==> src/cfsr_map.svh <==
// offsets, field positions and reset values of the fault recorder
`ifndef CFSR_MAP_SVH
`define CFSR_MAP_SVH
`define CFSR_ADDR_W 8
`define CFSR_OFF_STATUS 8'h00
`define CFSR_OFF_RESTORE 8'h04
`define CFSR_OFF_SYN 8'h08
`define CFSR_OFF_RESUME 8'h0c
`define CFSR_OFF_CFG 8'h10
`define CFSR_OFF_SBC 8'h14
`define CFSR_OFF_CTL 8'h18
`define CFSR_MULTI_BIT 31
`define CFSR_STALL_BIT 30
`define CFSR_FMT_LSB 9
`define CFSR_FLAG_MSB 8
`define CFSR_EXT_BIT 4
`define CFSR_SYN_IDX_LSB 16
`define CFSR_SYN_AFR_BIT 11
`define CFSR_SYN_WALK_BIT 10
`define CFSR_CFG_WIDE_BIT 0
`define CFSR_CFG_EAE_BIT 1
`define CFSR_CFG_S2_BIT 2
`define CFSR_CFG_NEST_BIT 3
`define CFSR_SBC_MSB 7
`define CFSR_CTL_RETRY_BIT 0
`define CFSR_RESUME_TERM_BIT 0
`define CFSR_CFG_RST 4'h0
`define CFSR_SBC_RST 8'h00
`define CFSR_RESP_OKAY 2'h0
`define CFSR_RESP_SLVERR 2'h2
`endif

==> src/cfsr_pkg.sv <==
// types shared by the fault recorder modules
package cfsr_pkg;
  typedef enum logic [1:0] {
    CFSR_FMT_SHORT = 2'h0,
    CFSR_FMT_LONG  = 2'h1,
    CFSR_FMT_WIDE  = 2'h2,
    CFSR_FMT_RSVD  = 2'h3
  } cfsr_scheme_t;
  typedef enum logic [7:0] {
    CFSR_SEL_NONE    = 8'h01,
    CFSR_SEL_STATUS  = 8'h02,
    CFSR_SEL_RESTORE = 8'h04,
    CFSR_SEL_SYN     = 8'h08,
    CFSR_SEL_RESUME  = 8'h10,
    CFSR_SEL_CFG     = 8'h20,
    CFSR_SEL_SBC     = 8'h40,
    CFSR_SEL_CTL     = 8'h80
  } cfsr_sel_t;
endpackage : cfsr_pkg

==> src/cfsr_regbus_if.sv <==
// register strobes between the bus slave and the register file
`timescale 1ns/100ps
`include "cfsr_map.svh"
interface cfsr_regbus_if;
  logic                    wr_en;
  logic [`CFSR_ADDR_W-1:0] wr_addr;
  logic [31:0]             wr_data;
  logic [31:0]             wr_mask;
  logic                    wr_hit;
  logic [`CFSR_ADDR_W-1:0] rd_addr;
  logic [31:0]             rd_data;
  logic                    rd_hit;
  modport bus (output wr_en, wr_addr, wr_data, wr_mask, rd_addr,
               input wr_hit, rd_data, rd_hit);
  modport regs (input wr_en, wr_addr, wr_data, wr_mask, rd_addr,
                output wr_hit, rd_data, rd_hit);
endinterface : cfsr_regbus_if

==> src/cfsr_axil_slave.sv <==
// axi4-lite slave, one write and one read outstanding
`timescale 1ns/100ps
`include "cfsr_map.svh"
module cfsr_axil_slave (
  // clock and reset
  input  wire logic                    clock,
  input  wire logic                    rst_n,
  // write channels
  input  wire logic                    awvalid,
  input  wire logic [`CFSR_ADDR_W-1:0] awaddr,
  output logic                         awready_q,
  input  wire logic                    wvalid,
  input  wire logic [31:0]             wdata,
  input  wire logic [3:0]              wstrb,
  output logic                         wready_q,
  output logic                         bvalid_q,
  output logic [1:0]                   bresp_q,
  input  wire logic                    bready,
  // read channels
  input  wire logic                    arvalid,
  input  wire logic [`CFSR_ADDR_W-1:0] araddr,
  output logic                         arready_q,
  output logic                         rvalid_q,
  output logic [31:0]                  rdata_q,
  output logic [1:0]                   rresp_q,
  input  wire logic                    rready,
  // register side
  cfsr_regbus_if.bus                   rb
);
  logic aw_full_q;
  logic w_full_q;
  logic [`CFSR_ADDR_W-1:0] awaddr_q;
  logic [31:0] wdata_q;
  logic [3:0]  wstrb_q;

  assign rb.wr_en   = aw_full_q & w_full_q;
  assign rb.wr_addr = awaddr_q;
  assign rb.wr_data = wdata_q;
  assign rb.wr_mask = {{8{wstrb_q[3]}}, {8{wstrb_q[2]}}, {8{wstrb_q[1]}}, {8{wstrb_q[0]}}};
  assign rb.rd_addr = araddr;

  always_ff @(posedge clock or negedge rst_n) begin
    if (!rst_n) begin
      aw_full_q <= 1'b0;
      w_full_q  <= 1'b0;
      awready_q <= 1'b1;
      wready_q  <= 1'b1;
      awaddr_q  <= '0;
      wdata_q   <= 32'h0;
      wstrb_q   <= 4'h0;
      bvalid_q  <= 1'b0;
      bresp_q   <= `CFSR_RESP_OKAY;
    end else begin
      if (awvalid && awready_q) begin
        aw_full_q <= 1'b1;
        awaddr_q  <= awaddr;
        awready_q <= 1'b0;
      end
      if (wvalid && wready_q) begin
        w_full_q <= 1'b1;
        wdata_q  <= wdata;
        wstrb_q  <= wstrb;
        wready_q <= 1'b0;
      end
      if (rb.wr_en) begin
        aw_full_q <= 1'b0;
        w_full_q  <= 1'b0;
        bvalid_q  <= 1'b1;
        bresp_q   <= rb.wr_hit ? `CFSR_RESP_OKAY : `CFSR_RESP_SLVERR;
      end
      // ready returns only after the response, keeping one write in flight
      if (bvalid_q && bready) begin
        bvalid_q  <= 1'b0;
        awready_q <= 1'b1;
        wready_q  <= 1'b1;
      end
    end
  end

  always_ff @(posedge clock or negedge rst_n) begin
    if (!rst_n) begin
      arready_q <= 1'b1;
      rvalid_q  <= 1'b0;
      rdata_q   <= 32'h0;
      rresp_q   <= `CFSR_RESP_OKAY;
    end else if (arvalid && arready_q) begin
      arready_q <= 1'b0;
      rvalid_q  <= 1'b1;
      rdata_q   <= rb.rd_hit ? rb.rd_data : 32'h0;
      rresp_q   <= rb.rd_hit ? `CFSR_RESP_OKAY : `CFSR_RESP_SLVERR;
    end else if (rvalid_q && rready) begin
      rvalid_q  <= 1'b0;
      arready_q <= 1'b1;
    end
  end
endmodule : cfsr_axil_slave

==> src/cfsr_fault_recorder.sv <==
// context bank fault status recorder with axi4-lite registers
//
// Local design decisions: the placing of the registers and the AXI4-Lite interface to the registers.
`timescale 1ns/100ps
`include "cfsr_map.svh"
module cfsr_fault_recorder #(
  parameter int unsigned BANK_IDX_W = 8,
  parameter bit          HAS_LOCK   = 1'b1,
  parameter bit          HAS_MATCH  = 1'b1,
  parameter bit          HAS_EXT    = 1'b1
) (
  // clock and reset
  input  wire logic                    clock,
  input  wire logic                    rst_n,
  // axi4-lite write
  input  wire logic                    s_axil_awvalid,
  input  wire logic [`CFSR_ADDR_W-1:0] s_axil_awaddr,
  output logic                         s_axil_awready,
  input  wire logic                    s_axil_wvalid,
  input  wire logic [31:0]             s_axil_wdata,
  input  wire logic [3:0]              s_axil_wstrb,
  output logic                         s_axil_wready,
  output logic                         s_axil_bvalid,
  output logic [1:0]                   s_axil_bresp,
  input  wire logic                    s_axil_bready,
  // axi4-lite read
  input  wire logic                    s_axil_arvalid,
  input  wire logic [`CFSR_ADDR_W-1:0] s_axil_araddr,
  output logic                         s_axil_arready,
  output logic                         s_axil_rvalid,
  output logic [31:0]                  s_axil_rdata,
  output logic [1:0]                   s_axil_rresp,
  input  wire logic                    s_axil_rready,
  // fault report from the translation logic
  input  wire logic                    fault_valid,
  input  wire logic [`CFSR_FLAG_MSB:1] fault_kind,
  input  wire logic                    fault_stall,
  input  wire logic                    fault_async,
  input  wire logic                    fault_walk,
  input  wire logic [BANK_IDX_W-1:0]   fault_stage_one_bank,
  // stall control toward the translation logic
  output logic                         context_stalled,
  output logic                         resume_pulse,
  output logic                         resume_terminate,
  output logic                         retry_pulse
);
  // ****************************************************************
  // bus slave and decode
  // ****************************************************************
  cfsr_regbus_if rb ();

  cfsr_axil_slave u_slave (
    .clock     (clock),
    .rst_n     (rst_n),
    .awvalid   (s_axil_awvalid),
    .awaddr    (s_axil_awaddr),
    .awready_q (s_axil_awready),
    .wvalid    (s_axil_wvalid),
    .wdata     (s_axil_wdata),
    .wstrb     (s_axil_wstrb),
    .wready_q  (s_axil_wready),
    .bvalid_q  (s_axil_bvalid),
    .bresp_q   (s_axil_bresp),
    .bready    (s_axil_bready),
    .arvalid   (s_axil_arvalid),
    .araddr    (s_axil_araddr),
    .arready_q (s_axil_arready),
    .rvalid_q  (s_axil_rvalid),
    .rdata_q   (s_axil_rdata),
    .rresp_q   (s_axil_rresp),
    .rready    (s_axil_rready),
    .rb        (rb.bus)
  );

  function automatic cfsr_pkg::cfsr_sel_t reg_sel(input logic [`CFSR_ADDR_W-1:0] addr);
    unique case (addr)
      `CFSR_OFF_STATUS:  reg_sel = cfsr_pkg::CFSR_SEL_STATUS;
      `CFSR_OFF_RESTORE: reg_sel = cfsr_pkg::CFSR_SEL_RESTORE;
      `CFSR_OFF_SYN:     reg_sel = cfsr_pkg::CFSR_SEL_SYN;
      `CFSR_OFF_RESUME:  reg_sel = cfsr_pkg::CFSR_SEL_RESUME;
      `CFSR_OFF_CFG:     reg_sel = cfsr_pkg::CFSR_SEL_CFG;
      `CFSR_OFF_SBC:     reg_sel = cfsr_pkg::CFSR_SEL_SBC;
      `CFSR_OFF_CTL:     reg_sel = cfsr_pkg::CFSR_SEL_CTL;
      default:           reg_sel = cfsr_pkg::CFSR_SEL_NONE;
    endcase
  endfunction : reg_sel

  cfsr_pkg::cfsr_sel_t wsel;
  cfsr_pkg::cfsr_sel_t rsel;
  logic [31:0] wval;
  logic        status_wr;
  logic        restore_wr;
  logic        syn_wr;
  logic        resume_wr;
  logic        cfg_wr;
  logic        sbc_wr;
  logic        ctl_wr;

  assign wsel       = reg_sel(rb.wr_addr);
  assign rsel       = reg_sel(rb.rd_addr);
  assign wval       = rb.wr_data & rb.wr_mask;
  assign status_wr  = rb.wr_en && (wsel == cfsr_pkg::CFSR_SEL_STATUS);
  assign restore_wr = rb.wr_en && (wsel == cfsr_pkg::CFSR_SEL_RESTORE);
  assign syn_wr     = rb.wr_en && (wsel == cfsr_pkg::CFSR_SEL_SYN);
  assign resume_wr  = rb.wr_en && (wsel == cfsr_pkg::CFSR_SEL_RESUME);
  assign cfg_wr     = rb.wr_en && (wsel == cfsr_pkg::CFSR_SEL_CFG);
  assign sbc_wr     = rb.wr_en && (wsel == cfsr_pkg::CFSR_SEL_SBC);
  assign ctl_wr     = rb.wr_en && (wsel == cfsr_pkg::CFSR_SEL_CTL);
  assign rb.wr_hit  = (wsel != cfsr_pkg::CFSR_SEL_NONE);
  assign rb.rd_hit  = (rsel != cfsr_pkg::CFSR_SEL_NONE);

  // ****************************************************************
  // bank configuration and control
  // ****************************************************************
  logic [3:0] cfg_q;
  logic [`CFSR_SBC_MSB:0] sbc_q;
  logic       retry_en_q;
  logic       sbc_new;
  logic       reconfig;

  always_ff @(posedge clock or negedge rst_n) begin
    if (!rst_n) begin
      cfg_q <= `CFSR_CFG_RST;
    end else if (cfg_wr) begin
      cfg_q <= wval[3:0];
    end
  end

  always_ff @(posedge clock or negedge rst_n) begin
    if (!rst_n) begin
      sbc_q <= `CFSR_SBC_RST;
    end else if (sbc_wr) begin
      sbc_q <= wval[`CFSR_SBC_MSB:0];
    end
  end

  always_ff @(posedge clock or negedge rst_n) begin
    if (!rst_n) begin
      retry_en_q <= 1'b0;
    end else if (ctl_wr) begin
      retry_en_q <= wval[`CFSR_CTL_RETRY_BIT];
    end
  end

  // same value written again does not count as a new bank count
  assign sbc_new  = sbc_wr && (wval[`CFSR_SBC_MSB:0] != sbc_q);
  assign reconfig = retry_en_q && (cfg_wr || sbc_new);

  // ****************************************************************
  // scheme code
  // ****************************************************************
  cfsr_pkg::cfsr_scheme_t scheme;

  // no check of bank kind, code is just computed
  cfsr_scheme_enc u_scheme (
    .wide_address_select     (cfg_q[`CFSR_CFG_WIDE_BIT]),
    .extended_address_enable (cfg_q[`CFSR_CFG_EAE_BIT]),
    .stage_two               (cfg_q[`CFSR_CFG_S2_BIT]),
    .scheme                  (scheme)
  );

  // ****************************************************************
  // fault flags
  // ****************************************************************
  // optional kinds read zero
  localparam logic [`CFSR_FLAG_MSB:1] IMPL = {2'h3, HAS_LOCK, HAS_MATCH, HAS_EXT, 3'h7};
  logic [`CFSR_FLAG_MSB:1] flag_w;
  logic multi_q;
  logic stall_q;
  logic any_rec;

  assign any_rec = (|flag_w) | multi_q | stall_q;

  // one flop per implemented flag; unsupported kinds read zero and ignore writes
  for (genvar i = 1; i <= `CFSR_FLAG_MSB; i++) begin : g_flag
    if (IMPL[i]) begin : g_impl
      logic bit_q;
      logic set;
      // fault sets its own kind bit
      assign set = fault_valid & fault_kind[i];
      always_ff @(posedge clock or negedge rst_n) begin
        if (!rst_n) begin
          bit_q <= 1'b0;
        end else if (restore_wr) begin
          // restore value, a new fault still wins
          bit_q <= (bit_q & ~rb.wr_mask[i]) | wval[i] | set;
        end else begin
          bit_q <= (bit_q & ~(status_wr & wval[i])) | set;
        end
      end
      assign flag_w[i] = bit_q;
    end else begin : g_raz
      assign flag_w[i] = 1'b0;
    end
  end

  // second fault on a nonzero record
  always_ff @(posedge clock or negedge rst_n) begin
    if (!rst_n) begin
      multi_q <= 1'b0;
    end else if (fault_valid && any_rec) begin
      multi_q <= 1'b1;
    end else if (restore_wr) begin
      multi_q <= (multi_q & ~rb.wr_mask[`CFSR_MULTI_BIT]) | wval[`CFSR_MULTI_BIT];
    end else if (status_wr && wval[`CFSR_MULTI_BIT]) begin
      multi_q <= 1'b0;
    end
  end

  // ****************************************************************
  // stall state
  // ****************************************************************
  // stalling fault marks the bank stalled
  // resume write is the normal way out
  // restore and status writes never touch it
  always_ff @(posedge clock or negedge rst_n) begin
    if (!rst_n) begin
      stall_q <= 1'b0;
    end else if (fault_valid && fault_stall) begin
      stall_q <= 1'b1;
    end else if (resume_wr || reconfig) begin
      stall_q <= 1'b0;
    end
  end

  always_ff @(posedge clock or negedge rst_n) begin
    if (!rst_n) begin
      context_stalled <= 1'b0;
    end else begin
      context_stalled <= stall_q;
    end
  end

  // written value picks resume or terminate
  always_ff @(posedge clock or negedge rst_n) begin
    if (!rst_n) begin
      resume_pulse     <= 1'b0;
      resume_terminate <= 1'b0;
    end else begin
      resume_pulse <= resume_wr && stall_q;
      if (resume_wr && stall_q) begin
        resume_terminate <= wval[`CFSR_RESUME_TERM_BIT];
      end
    end
  end

  always_ff @(posedge clock or negedge rst_n) begin
    if (!rst_n) begin
      retry_pulse <= 1'b0;
    end else begin
      retry_pulse <= reconfig && stall_q;
    end
  end

  // ****************************************************************
  // syndrome
  // ****************************************************************
  logic [BANK_IDX_W-1:0] syn_idx_q;
  logic syn_afr_q;
  logic syn_walk_q;
  logic nested;

  assign nested = cfg_q[`CFSR_CFG_NEST_BIT] & cfg_q[`CFSR_CFG_S2_BIT];

  // captured on the same edge as the flags
  always_ff @(posedge clock or negedge rst_n) begin
    if (!rst_n) begin
      syn_idx_q  <= '0;
      syn_afr_q  <= 1'b0;
      syn_walk_q <= 1'b0;
    end else if (fault_valid) begin
      // stage 1 bank only for nested translation
      syn_idx_q  <= nested ? fault_stage_one_bank : '0;
      syn_afr_q  <= fault_async;
      // walk flag needs an external fault
      syn_walk_q <= fault_walk & fault_kind[`CFSR_EXT_BIT] & IMPL[`CFSR_EXT_BIT];
    end else if (syn_wr) begin
      // only the implemented index bits are stored
      syn_idx_q  <= (syn_idx_q & ~rb.wr_mask[`CFSR_SYN_IDX_LSB +: BANK_IDX_W])
                    | wval[`CFSR_SYN_IDX_LSB +: BANK_IDX_W];
      syn_afr_q  <= (syn_afr_q & ~rb.wr_mask[`CFSR_SYN_AFR_BIT])
                    | wval[`CFSR_SYN_AFR_BIT];
      syn_walk_q <= (syn_walk_q & ~rb.wr_mask[`CFSR_SYN_WALK_BIT])
                    | wval[`CFSR_SYN_WALK_BIT];
    end
  end

  // ****************************************************************
  // read data
  // ****************************************************************
  always_comb begin
    rb.rd_data = 32'h0;
    unique case (rsel)
      cfsr_pkg::CFSR_SEL_STATUS: begin
        rb.rd_data[`CFSR_MULTI_BIT] = multi_q;
        rb.rd_data[`CFSR_STALL_BIT] = stall_q;
        // scheme code in the status word
        rb.rd_data[`CFSR_FMT_LSB +: 2] = scheme;
        rb.rd_data[`CFSR_FLAG_MSB:1] = flag_w;
      end
      cfsr_pkg::CFSR_SEL_SYN: begin
        rb.rd_data[`CFSR_SYN_IDX_LSB +: BANK_IDX_W] = syn_idx_q;
        rb.rd_data[`CFSR_SYN_AFR_BIT] = syn_afr_q;
        rb.rd_data[`CFSR_SYN_WALK_BIT] = syn_walk_q;
      end
      cfsr_pkg::CFSR_SEL_CFG: rb.rd_data[3:0] = cfg_q;
      cfsr_pkg::CFSR_SEL_SBC: rb.rd_data[`CFSR_SBC_MSB:0] = sbc_q;
      cfsr_pkg::CFSR_SEL_CTL: rb.rd_data[`CFSR_CTL_RETRY_BIT] = retry_en_q;
      default: rb.rd_data = 32'h0;
    endcase
  end
endmodule : cfsr_fault_recorder

==> src/cfsr_scheme_enc.sv <==
// translation scheme code from the bank configuration
`timescale 1ns/100ps
module cfsr_scheme_enc (
  // configuration
  input  wire logic          wide_address_select,
  input  wire logic          extended_address_enable,
  input  wire logic          stage_two,
  // code
  output cfsr_pkg::cfsr_scheme_t scheme
);
  // stage 2 banks always use long descriptors at least
  always_comb begin
    if (wide_address_select) begin
      scheme = cfsr_pkg::CFSR_FMT_WIDE;
    end else if (extended_address_enable || stage_two) begin
      scheme = cfsr_pkg::CFSR_FMT_LONG;
    end else begin
      scheme = cfsr_pkg::CFSR_FMT_SHORT;
    end
  end
endmodule : cfsr_scheme_enc

==> config.mk <==
export PLATFORM = sky130hd
export DESIGN_NAME = cfsr_fault_recorder
export DESIGN_NICKNAME = d
export VERILOG_FILES = /design/src/cfsr_pkg.sv /design/src/cfsr_regbus_if.sv /design/src/cfsr_axil_slave.sv /design/src/cfsr_fault_recorder.sv /design/src/cfsr_scheme_enc.sv
export VERILOG_INCLUDE_DIRS = /design/src
export SDC_FILE = /design/constraint.sdc
export NUM_CORES = 1
export LEC_CHECK = 0
export BUFFER_PORTS_ARGS = -buffer_cell sky130_fd_sc_hd__buf_2
export CAP_MARGIN = 20
export CELL_PAD_IN_SITES_DETAIL_PLACEMENT = 1
export CELL_PAD_IN_SITES_GLOBAL_PLACEMENT = 1
export CORE_MARGIN = 3
export CORE_UTILIZATION = 44
export DETAILED_ROUTE_END_ITERATION = 12
export PLACE_DENSITY = 0.87
export SLEW_MARGIN = 20
export SYNTH_ARGS = -nofsm -noshare
export SYNTH_HDL_FRONTEND = slang
export SYNTH_SLANG_ARGS = --single-unit
==> constraint.sdc <==
create_clock -name clock -period 2.58 [get_ports clock]
set_input_delay 0.258 -clock clock [delete_from_list [all_inputs] [get_ports clock]]
set_output_delay 0.258 -clock clock [all_outputs]
set_load 0.01 [all_outputs]
== After elaboration in Yosys (flattened, before gate mapping) ==
Cells that the tools add are included.
Widths: inputs -> output; s select.

* Register bits: 124
* Input bits: 79
* Output and inout bits: 45
* Word-level logic and storage cells: 225

* Eq/ne operators: 27
* Muxes and demuxes: 49
* Bitwise operators: 82
* Reductions and logical operators: 34

{| class="wikitable"
|+ Operators with widths
! operator !! number
|-
| $pmux 8 s7 || 2
|-
| $eq 8x5->1 const B || 7
|-
| $eq 8x4->1 const B || 6
|-
| $and 1x1->1 || 38
|-
| $mux 1 || 33
|-
| $and 32x32->32 || 1
|-
| $mux 32 || 1
|-
| $mux 8 || 4
|-
| $or 1x1->1 || 29
|-
| $eq 8x3->1 const B || 3
|-
| $logic_and 1x1->1 || 19
|-
| $eq 8x2->1 const B || 2
|-
| $eq 8x6->1 const B || 2
|-
| $eq 8x7->1 const B || 2
|-
| $eq 8x8->1 const B || 2
|-
| $logic_not 8->1 || 2
|-
| $ne 8x1->1 const B || 2
|-
| $reduce_bool 2->1 || 8
|-
| $not 1->1 || 11
|-
| $mux 2 || 5
|-
| $pmux 3 s3 || 1
|-
| $and 8x8->8 || 1
|-
| $ne 8x8->1 || 1
|-
| $not 8->8 || 1
|-
| 7 further kinds || 9
|}

== Logic depth before layout (Yosys ltp) ==
Gate-level depths: netlist (run 1).

* Word-level depth: 10
* Gate-level depth with buffers: 7
* Depth with buffers taken out: 5

== By module ==
From an unflattened synthesis (run 1), not the netlist that was laid out.

* Cell total of the unflattened synthesis: 556
* Area, all modules: 6122.1 µm²

{| class="wikitable"
|+ Modules (own cells, without submodules)
! module !! times used !! cells each !! area an instance (µm²) !! sequential area each (µm²)
|-
| cfsr_axil_slave || 1 || 304 || 3832.4 || 2130.8
|-
| cfsr_fault_recorder || 1 || 250 || 2272.2 || 925.9
|-
| cfsr_scheme_enc || 1 || 2 || 17.5 || 0.0
|}

== Least setup slack after synthesis (run 1) ==
OpenSTA, ideal clock, no wires.

* Path kind: flip-flop to flip-flop
* Start point: reg u_slave.awaddr_q[7], in the netlist u_slave.rb.wr_addr[7]
* End point: reg cfg_q[0]
* Setup time: 125 ps
* Arrival time: 1556 ps
* Data required time: 2455 ps
* Path slack: 898 ps
* Cell stages (with the launch flop): 6
* Buffers on the path: 1
* Period minus slack after synthesis: 1682 ps
* Cells stage by stage: dfrtp_1 nor3_2 nand3_1 or4_1 buf_2 mux2_4

* Cells in the longest elaborated chain, start to end: 4
* Elaborated cells between the ends (all ways): 10
* Classes of those cells: eq/ne (7); mux (1); reduce/logical (2)

{| class="wikitable"
|+ RTL lines
! element !! RTL line !! text
|-
| start: declaration || cfsr_axil_slave.sv:32 || <nowiki>logic [`CFSR_ADDR_W-1:0] awaddr_q;</nowiki>
|-
| start signal: assignment || cfsr_axil_slave.sv:56 || <nowiki>awaddr_q <= awaddr;</nowiki>
|-
| $eq 8x5->1, or another cell as far along || cfsr_fault_recorder.sv:76 || <nowiki>unique case (addr)</nowiki>
|-
| $pmux 8 s7 * || cfsr_fault_recorder.sv:76 ||
|-
| $eq 8x6->1 * || cfsr_fault_recorder.sv:106 || <nowiki>assign cfg_wr = rb.wr_en && (wsel == cfsr_pkg::CFSR_SEL_CFG);</nowiki>
|-
| $logic_and 1x1->1 * || cfsr_fault_recorder.sv:106 ||
|-
| end signal: assignment || cfsr_fault_recorder.sv:123 || <nowiki>cfg_q <= `CFSR_CFG_RST;</nowiki>
|-
| end signal: assignment || cfsr_fault_recorder.sv:125 || <nowiki>cfg_q <= wval[3:0];</nowiki>
|-
| end: declaration || cfsr_fault_recorder.sv:115 || <nowiki>logic [3:0] cfg_q;</nowiki>
|}

Every way passes the cells marked *; elsewhere a longest branch is shown, timed or not.
A chain may end at the register's enable or synchronous reset.

== Worst setup path after layout (run 1) ==
* Start point: reg u_slave.arready_q
* End point: reg u_slave.rdata_q[31]

* Cells in the longest elaborated chain, start to end: 1

{| class="wikitable"
|+ RTL lines
! element !! RTL line !! text
|-
| start: declaration || cfsr_axil_slave.sv:22 || <nowiki>output logic arready_q,</nowiki>
|-
| start signal: assignment || cfsr_axil_slave.sv:82 || <nowiki>arready_q <= 1'b1;</nowiki>
|-
| start signal: assignment || cfsr_axil_slave.sv:87 || <nowiki>arready_q <= 1'b0;</nowiki>
|-
| start signal: assignment || cfsr_axil_slave.sv:93 || <nowiki>arready_q <= 1'b1;</nowiki>
|-
| $logic_and 1x1->1 || cfsr_axil_slave.sv:86 || <nowiki>end else if (arvalid && arready_q) begin</nowiki>
|-
| end signal: assignment || cfsr_axil_slave.sv:89 || <nowiki>rdata_q <= rb.rd_hit ? rb.rd_data : 32'h0;</nowiki>
|-
| end: declaration || cfsr_axil_slave.sv:24 || <nowiki>output logic [31:0] rdata_q,</nowiki>
|}

No other way between the ends.

==> impl_metrics.ini, run 1 <==
[outcome]
status = finished, final reports clean

[synth]
syn_area_per_cell_sq_um = 11.31
ys_ff_latch = 100
yosysWarnings = 0
synth_cell_types = 51
netlist_instances = 405
yosysSeqAreaShare = 0.5470
synth_area_sq_um = 4582
synth_edf_count = 0
ys.flop_type = dfrtp_1
ys_async_sr_fraction = 1.000

[sta]
max_freq_mhz = 532.0
hold_slack_ns = 0.05187
final-max-slew-violation-count = 0
setup-violations-final = 0
fin_skew_ns = 0.01082
slew_headroom = 0.5668
finalCriticalPeriod_ns = 1.880
worst_pin_slew_ns = 0.6498
fin_crit_sh = 0.7286
finalHoldViolCount = 0
fin_setup_tns_ns = 0
rsz0062_at_grt = no

[routing]
drtIter0Drc = 185
via_count = 3516
drc_errors = 0
wl_microns = 11950
firstDrtPassIters = 4
routedWlPerCell_microns = 18.59
routed_via_density = 5.468
ant_nets = 0

[layout]
layout_common_cells = 98 x buf_2, 97 x dfrtp_1, 42 x nand2_1
syn2layout_area_growth_pct = 17.45
nets = 584
final_common_cell = buf_2
num_antenna_cells = 0
drive_above_1_share = 0.3373
stdcell_area_sq_um = 5381

[place]
gp_congestion = 0.8067
detailed_place_hpwl_microns = 9004
place_area_sq_um = 5187
port_buffers = 99

[die]
die_h_microns = 108.0
core_area_sq_um = 9955
num_rows = 36
dieArea_sq_um = 11670
io_pins = 124
die_w_microns = 108.0
start_util = 0.4603

[global_routing]
grt_overflow_total = 0
antenna_found_initial = 0
use_met3 = 0.04239
use_met2 = 0.3557
first_global_vias = 3749
grt_max_degree = 51
grt_pass1_wl_microns = 19390
grt-busiest-layer = met2
grt_util_all_layers = 0.2136
gr-usage-met1 = 0.2803

[power_and_ir_drop]
ir_drop_uv = 405.8
p_leak_nw = 2.550
p_per_area_nw_per_um2 = 835.8

[clocking]
htreeDepth = 3
path_clk_slew_ns = 0.10
cts_buffer_depth = 2
cts.sinks = 100
root_buffer = clkbuf_8
clk_latency_ns = 0.37
postCtsSetupRepairBufs = 0
postCtsHoldBufs = 1
cts_resized = 0
cts_tree = done
cts_buffers = 9

[worst_hold_path]
hold_path_class = in -> reg

[critical_path]
worst-setup-path-type = reg -> reg
cp-startpoint = u_slave.arready_q$_DFFE_PN1P_
critPathMaxFanout = 13
cp.arrival_ns = 2.19
cp-start-kind = register
crit_required_ns = 2.89
crit_end = u_slave.rdata_q[31]$_DFFE_PN0P_
cp-end-kind = register
r2r_setup_slack_ns = 0.70
reg2reg_depth = 5
r2r_start = u_slave.arready_q$_DFFE_PN1P_
timing.rr.end = u_slave.rdata_q[31]$_DFFE_PN0P_

[flow_run]
maxCapViolations = 0
==> flip-flops by register name, indices dropped and copies added (netlist names), 4 cells and up, named ones only <==
register,cells
u_slave.wstrb_q,4
u_slave.rb.wr_data,20
u_slave.rb.wr_addr,8
u_slave.rdata_q,22
g_flag.g_impl.bit_q,8
sbc_q,8
cfg_q,4
==> final cells by class <==
type,instances,area [sq um]
multi-input combinational,280,1934
tap,133,166.4
inverter,6,22.52
sequential,100,2506
fill,1132,4573
clock buffer,10,137.6
timing repair buffer,108,568.0
clock inverter,6,46.29
==> kinds of logic (layout without fill, tap and decap cells) <==
logic type	after synthesis	count (layout)	share of synthesized area
mux	59	59	0.1417
xor+xnor	4	4	0.007647
simple gates	106	106	0.1218
other cells	1	12	0.0008184
compound gates	99	99	0.1412
buf+inv	36	130	0.03987
flops	100	100	0.5470
==> synth_stat cells, types with 3 or more instances <==
| library cell | n | area share |
|---|---|---|
| a22oi_1 | 11 | 0.018 |
| o21ai_1 | 3 | 0.0033 |
| a2bb2oi_1 | 3 | 0.0057 |
| a22o_1 | 21 | 0.040 |
| buf_1 | 3 | 0.0025 |
| a31oi_1 | 3 | 0.0041 |
| and2_1 | 3 | 0.0041 |
| nor3_2 | 4 | 0.0087 |
| o21ai_0 | 33 | 0.036 |
| nor4bb_1 | 3 | 0.0066 |
| nand2_1 | 42 | 0.034 |
| inv_1 | 5 | 0.0041 |
| mux2_1 | 7 | 0.017 |
| or4_1 | 3 | 0.0049 |
| nor3_1 | 5 | 0.0055 |
| dfrtp_1 | 97 | 0.53 |
| a21oi_1 | 13 | 0.014 |
| buf_4 | 12 | 0.020 |
| dfstp_2 | 3 | 0.017 |
| nand3_1 | 8 | 0.0087 |
| nor2_1 | 18 | 0.015 |
| o22ai_1 | 4 | 0.0055 |
| mux2_2 | 36 | 0.088 |
| mux2i_1 | 15 | 0.033 |
| clkbuf_1 | 13 | 0.011 |
==> metrics by stage <==
step / utilization / worst slack, ns / instances / power, mW
2_1_floorplan: - / 0.8984 / 416 / 3.127
3_3_place_gp: 0.5211 / 0.7529 / 626 / 3.437
3_5_place_dp: 0.5211 / 0.7159 / 626 / 3.565
4_1_cts: 0.5406 / 0.6686 / 643 / 4.528
5_1_grt: 0.5406 / 0.5464 / 643 / 4.778
6_report: 0.5406 / 0.7001 / 643 / 4.498
==> per-layer routing <==
| metal | part of all wire | vias up |
|---|---|---|
| met1 | 0.44 | 1755 |
| met3 | 0.045 | 18 |
| met5 | 0 | - |
| li1 | - | 1647 |
| met2 | 0.50 | 96 |
| met4 | 0.017 | 0 |
==> worst min-delay path by stage <==
stage                         from                                end  slack, ns  depth (start not counted)
finish              s_axil_awvalid      u_slave.awready_q$_DFFE_PN1P_       0.05                          2
CTS                 s_axil_awvalid      u_slave.awready_q$_DFFE_PN1P_       0.05                          2
floorplan                    rst_n                          async pin      -0.04                          0
global route         s_axil_wvalid       u_slave.wready_q$_DFFE_PN1P_       0.04                          2
detailed placement           rst_n  u_slave.rb.wr_data[6]$_DFFE_PN0P_       0.33                          1
global placement             rst_n  u_slave.rb.wr_data[2]$_DFFE_PN0P_       0.32                          1
==> power breakdown <==
part           switching (mW)  internal (mW)
Clock                   0.572          0.386
Sequential              0.448           1.95
Combinational           0.534          0.607
Total                    1.55           2.94
==> worst max-delay path: stages, from the launching register on <==
cell and delay [ns]:
dfstp_2 0.57, nand2_1 0.08, buf_4 0.19, or3_1 0.47, nor3_2 0.31, a22o_1 0.21
No activity file was read; power rests on OpenSTA's default activity.
==> run 2: changes to the inputs <==
CORE_UTILIZATION = 41   (was 44)
PLACE_DENSITY = 0.82   (was 0.87)
clock period = 1.9 ns   (was 2.58 ns; I/O delays follow)
==> run 2 against run 1 <==
Highest routed layer unchanged. Worst hold slack worse by 0.044 ns. Cell count is 2.3% higher. Wire length is 0.43% lower. Combinational power is 40% higher. Critical path type unchanged. Largest cell class unchanged. Clock power is 30% higher. Critical endpoint is now cfg_q[3]$_DFFE_PN0N_. Power is 35% higher. Register-to-register slack worse by 0.59 ns. Largest power group unchanged.
==> impl_metrics.ini, run 2 (synthesis gave the netlist of run 1 again) <==
[outcome]
status = finished, final reports clean

[die]
io_pins = 124
num_rows = 37
die_h_microns = 111.7
start_util = 0.4322
dieArea_sq_um = 12480
die_w_microns = 111.7
core_area_sq_um = 10600

[critical_path]
cp.arrival_ns = 2.03
cp-end-kind = register
reg2reg_depth = 6
r2r_setup_slack_ns = 0.11
crit_required_ns = 2.15
path_cells = nor2_1 > nand3_1 > or4_1 > buf_4 > nand2_1 > o21ai_0
cp-start-kind = register
cp-startpoint = u_slave.rb.wr_addr[1]$_DFFE_PN0P_
cp_slowest_cell = or4_1
crit_buf_inv = 1
cpPeakStageDelay_ns = 0.53
critPathMaxFanout = 6
timing.rr.end = cfg_q[3]$_DFFE_PN0N_
cp_top_family = simple AND/OR/NAND/NOR gates
r2r_start = u_slave.rb.wr_addr[1]$_DFFE_PN0P_
worst-setup-path-type = reg -> reg

[place]
dp_slack_ns = 0.1004
port_buffers = 99
numPlacedInstances = 638
gp_congestion = 0.8152
place_area_sq_um = 5271
detailed_place_hpwl_microns = 9071

[sta]
rsz0062_at_grt = no
final-max-slew-violation-count = 0
fin_setup_tns_ns = 0
setup-violations-final = 0
slew_headroom = 0.6413
finalHoldViolCount = 0
max_freq_mhz = 560.2
worst_pin_slew_ns = 0.5369
fin_crit_sh = 0.9395
finalCriticalPeriod_ns = 1.785
worst_slack_ns = 0.1149
fin_skew_ns = 0.01370

[global_routing]
first_global_vias = 3857
antenna_found_initial = 0
grt_pass1_wl_microns = 19570
grt_max_degree = 53
grt_overflow_total = 0
grt_util_all_layers = 0.1953

[power_and_ir_drop]
p_sw_mw = 2.080
clockPowerShare = 0.205
ir_drop_uv = 524.7
p_comb_frac = 0.262
sw_frac_of_total = 0.3417
power.internal_mw = 4.008
sequentialPowerShare = 0.532
p_leak_nw = 2.597
p_per_area_nw_per_um2 = 1110

[layout]
nets = 596
num_antenna_cells = 0
largest_register_ffs = 22
syn2layout_area_growth_pct = 19.69
drive_above_1_share = 0.3467
final_cells = 658
largest_register = u_slave.rdata_q
n_fill_cell = 1209
layout_common_cells = 98 x buf_2, 97 x dfrtp_1, 42 x nand2_1
final_common_cell = buf_2
stdcell_area_sq_um = 5484

[clocking]
path_clk_slew_ns = 0.10
cts_resized = 0
root_buffer = clkbuf_8
cts.sinks = 100
clk_latency_ns = 0.37
htreeDepth = 3
cts_buffers = 9
cts_buffer_depth = 2
cts_tree = done

[routing]
wl_microns = 11900
ant_nets = 0
routedWlPerCell_microns = 18.09
firstDrtPassIters = 4
drc_errors = 0
drtIter0Drc = 150
via_count = 3539
routed_via_density = 5.378

[flow_run]
maxCapViolations = 0

[worst_hold_path]
min_to = u_slave.awready_q$_DFFE_PN1P_
hold_path_class = in -> reg
min_from = s_axil_awvalid
worstHoldPathCells = 2
==> run 2: power by group through the flow <==
stage / Combinational (mW) / Sequential, mW / Clock, mW
6_report: 1.60 / 3.24 / 1.25
4_1_cts: 1.62 / 3.23 / 1.29
5_1_grt: 1.77 / 3.32 / 1.39
3_5_place_dp: 1.60 / 3.27 / 0
2_1_floorplan: 1.17 / 3.07 / 0
3_3_place_gp: 1.51 / 3.22 / 0
==> run 2: layout make-up <==
class / instances / area [sq um] / area share
clock inverters: 6 / 47.55 / 0.008670
multi-input cells: 280 / 1934 / 0.3527
well taps: 136 / 170.2 / 0.03103
repair buffers: 120 / 675.6 / 0.1232
clock buffers: 10 / 127.6 / 0.02327
inverters: 6 / 22.52 / 0.004107
flip-flops and latches: 100 / 2506 / 0.4570
==> run 2: worst register-to-register path: cells and delay by family (launching register included) <==
kind            cells  cell delay (ns)
flops               1             0.41
compound gates      1             0.07
simple gates        4             0.98
buf+inv             1             0.21
==> run 2: per-layer routing <==
metal / track usage / wire length (microns) / vias up
li1: - / - / 1667
met1: 0.2504 / 5275 / 1765
met2: 0.3345 / 5915 / 87
met3: 0.03370 / 492 / 20
met4: 0.06732 / 219 / 0
met5: 0 / 0 / -
==> run 2: stage by stage <==
step                hold slack [ns]  power [mW]  utilization
floorplan                   -0.1056       4.246            -
global placement             0.1297       4.730       0.4972
detailed placement           0.1316       4.866       0.4972
CTS                        0.001109       6.144       0.5166
global route               0.003393       6.486       0.5173
finish                     0.008068       6.089       0.5173
==> run 2: timing repair <==
action | CTS | global route
setup buffers | 0 | 1
hold buffers | 3 | 0
hold endpoints to repair | 26 | 0
setup endpoints to repair | 0 | 4
==> run 2: worst max-delay path by stage <==
stage          cells after the start              endpoint  slack, ns
2_1_floorplan                      5  cfg_q[0]$_DFFE_PN0N_       0.22
3_3_place_gp                       5              register       0.16
3_5_place_dp                       5              register       0.10
4_1_cts                            5              register       0.08
5_1_grt                            5  cfg_q[2]$_DFFE_PN0N_     0.0007
6_report                           6  cfg_q[3]$_DFFE_PN0N_       0.11
==> run 3: changes to the inputs <==
clock period = 2 ns   (was 1.9 ns; I/O delays follow)
==> run 3 against run 2 <==
Final area shrank 0.34%. Sequential cell count is the same. Clock power is essentially flat. Largest power group unchanged.
==> impl_metrics.ini, run 3 (synthesis gave the netlist of run 1 again) <==
[layout]
fin_util = 0.5155
num_antenna_cells = 0
layout_common_cells = 98 x buf_2, 97 x dfrtp_1, 42 x nand2_1
n_fill_cell = 1201
stdcell_area_sq_um = 5465
drive_above_1_share = 0.3475
final_common_cell = buf_2
largest_register = u_slave.rdata_q
nets = 592
syn2layout_area_growth_pct = 19.28
largest_register_ffs = 22

[die]
die_w_microns = 111.7
start_util = 0.4322
dieArea_sq_um = 12480
die_h_microns = 111.7
num_rows = 37
io_pins = 124
core_area_sq_um = 10600

[power_and_ir_drop]
p_sw_mw = 1.990
p_leak_nw = 2.595
power.internal_mw = 3.858
clockPowerShare = 0.215
p_per_area_nw_per_um2 = 1070
ir_drop_uv = 459.7
p_comb_frac = 0.260
sequentialPowerShare = 0.525
sw_frac_of_total = 0.3403

[clocking]
cts_buffer_depth = 2
postCtsSetupRepairBufs = 0
postCtsHoldBufs = 1
cts_resized = 0
cts_tree = done
path_clk_slew_ns = 0.10
root_buffer = clkbuf_8
cts_buffers = 9
cts.sinks = 100
clk_latency_ns = 0.37
htreeDepth = 3

[sta]
worst_pin_slew_ns = 0.5730
slew_headroom = 0.6172
fin_setup_tns_ns = 0
worst_slack_ns = 0.1177
finalCriticalPeriod_ns = 1.882
setup-violations-final = 0
finalHoldViolCount = 0
fin_crit_sh = 0.9412
max_freq_mhz = 531.3
final-max-slew-violation-count = 0
fin_skew_ns = 0.01111
rsz0062_at_grt = no

[global_routing]
grt_overflow_total = 0
grt_util_all_layers = 0.1940
grt_max_degree = 44
grt_pass1_wl_microns = 19600
antenna_found_initial = 0
first_global_vias = 3849

[critical_path]
r2r_setup_slack_ns = 0.12
worst-setup-path-type = reg -> reg
cp-end-kind = register
cp.arrival_ns = 2.13
crit_required_ns = 2.25
critPathMaxFanout = 9
cp-start-kind = register

[routing]
routedWlPerCell_microns = 17.99
wl_microns = 11770
via_count = 3545
firstDrtPassIters = 4
drc_errors = 0
drtIter0Drc = 122
ant_nets = 0
routed_via_density = 5.420

[place]
place_area_sq_um = 5264
port_buffers = 99
gp_congestion = 0.8139
dp_slack_ns = 0.1400
detailed_place_hpwl_microns = 9136

[worst_hold_path]
hold_path_class = in -> reg

[outcome]
status = finished, final reports clean

[flow_run]
maxCapViolations = 0
## run 3: cell type report
class	count	area, sq um	share of cell area
sequential	100	2506	0.4586
multi-input combinational	280	1934	0.3539
timing repair buffer	116	640.6	0.1172
tap	136	170.2	0.03114
clock buffer	10	137.6	0.02518
clock inverter	6	53.80	0.009844
inverter	6	22.52	0.004121
## run 3: worst max-delay path: stages, from the launching register on
cell and delay [ns]:
dfrtp_1 0.44, nor3_2 0.22, nand3_1 0.17, or4_1 0.60, a2bb2oi_1 0.21, o31a_1 0.13
## run 3: metal layers
metal	part of all wire	wire length (microns)	vias to the layer above	global-route usage
li1	-	-	1655	-
met1	0.44	5195	1782	0.2555
met2	0.50	5833	91	0.3301
met3	0.044	517	17	0.02880
met4	0.019	221	0	0.06245
met5	0	0	-	0
## run 3: path summary, 6_finish.rpt
check                                                     to                               from  cells after the start
max                                      stall_q$_DFFE_PN0P_  u_slave.rb.wr_addr[7]$_DFFE_PN0P_                      5
min                            u_slave.awready_q$_DFFE_PN1P_                     s_axil_awvalid                      2
max reg2reg                              stall_q$_DFFE_PN0P_  u_slave.rb.wr_addr[7]$_DFFE_PN0P_                      5
min reg2reg                   u_slave.rresp_q[1]$_DFFE_PN0P_     u_slave.rresp_q[1]$_DFFE_PN0P_                      2
max in group asynchronous     u_slave.wstrb_q[1]$_DFFE_PN0P_                              rst_n                      3
min in group asynchronous  u_slave.rb.wr_data[1]$_DFFE_PN0P_                              rst_n                      2
## run 3: power groups by stage
stage	Combinational (mW)	Clock, mW	Sequential, mW
3_5_place_dp	1.53	0	3.10
5_1_grt	1.69	1.39	3.15
3_3_place_gp	1.45	0	3.05
2_1_floorplan	1.11	0	2.92
4_1_cts	1.54	1.29	3.07
6_report	1.52	1.26	3.07
## run 3: stage by stage
step	power, mW	hold slack (ns)	cells
2_1_floorplan	4.033	-0.09559	416
3_3_place_gp	4.498	0.1884	637
3_5_place_dp	4.634	0.1982	637
4_1_cts	5.903	0.0003844	654
5_1_grt	6.232	0.01388	654
6_report	5.848	0.006356	654
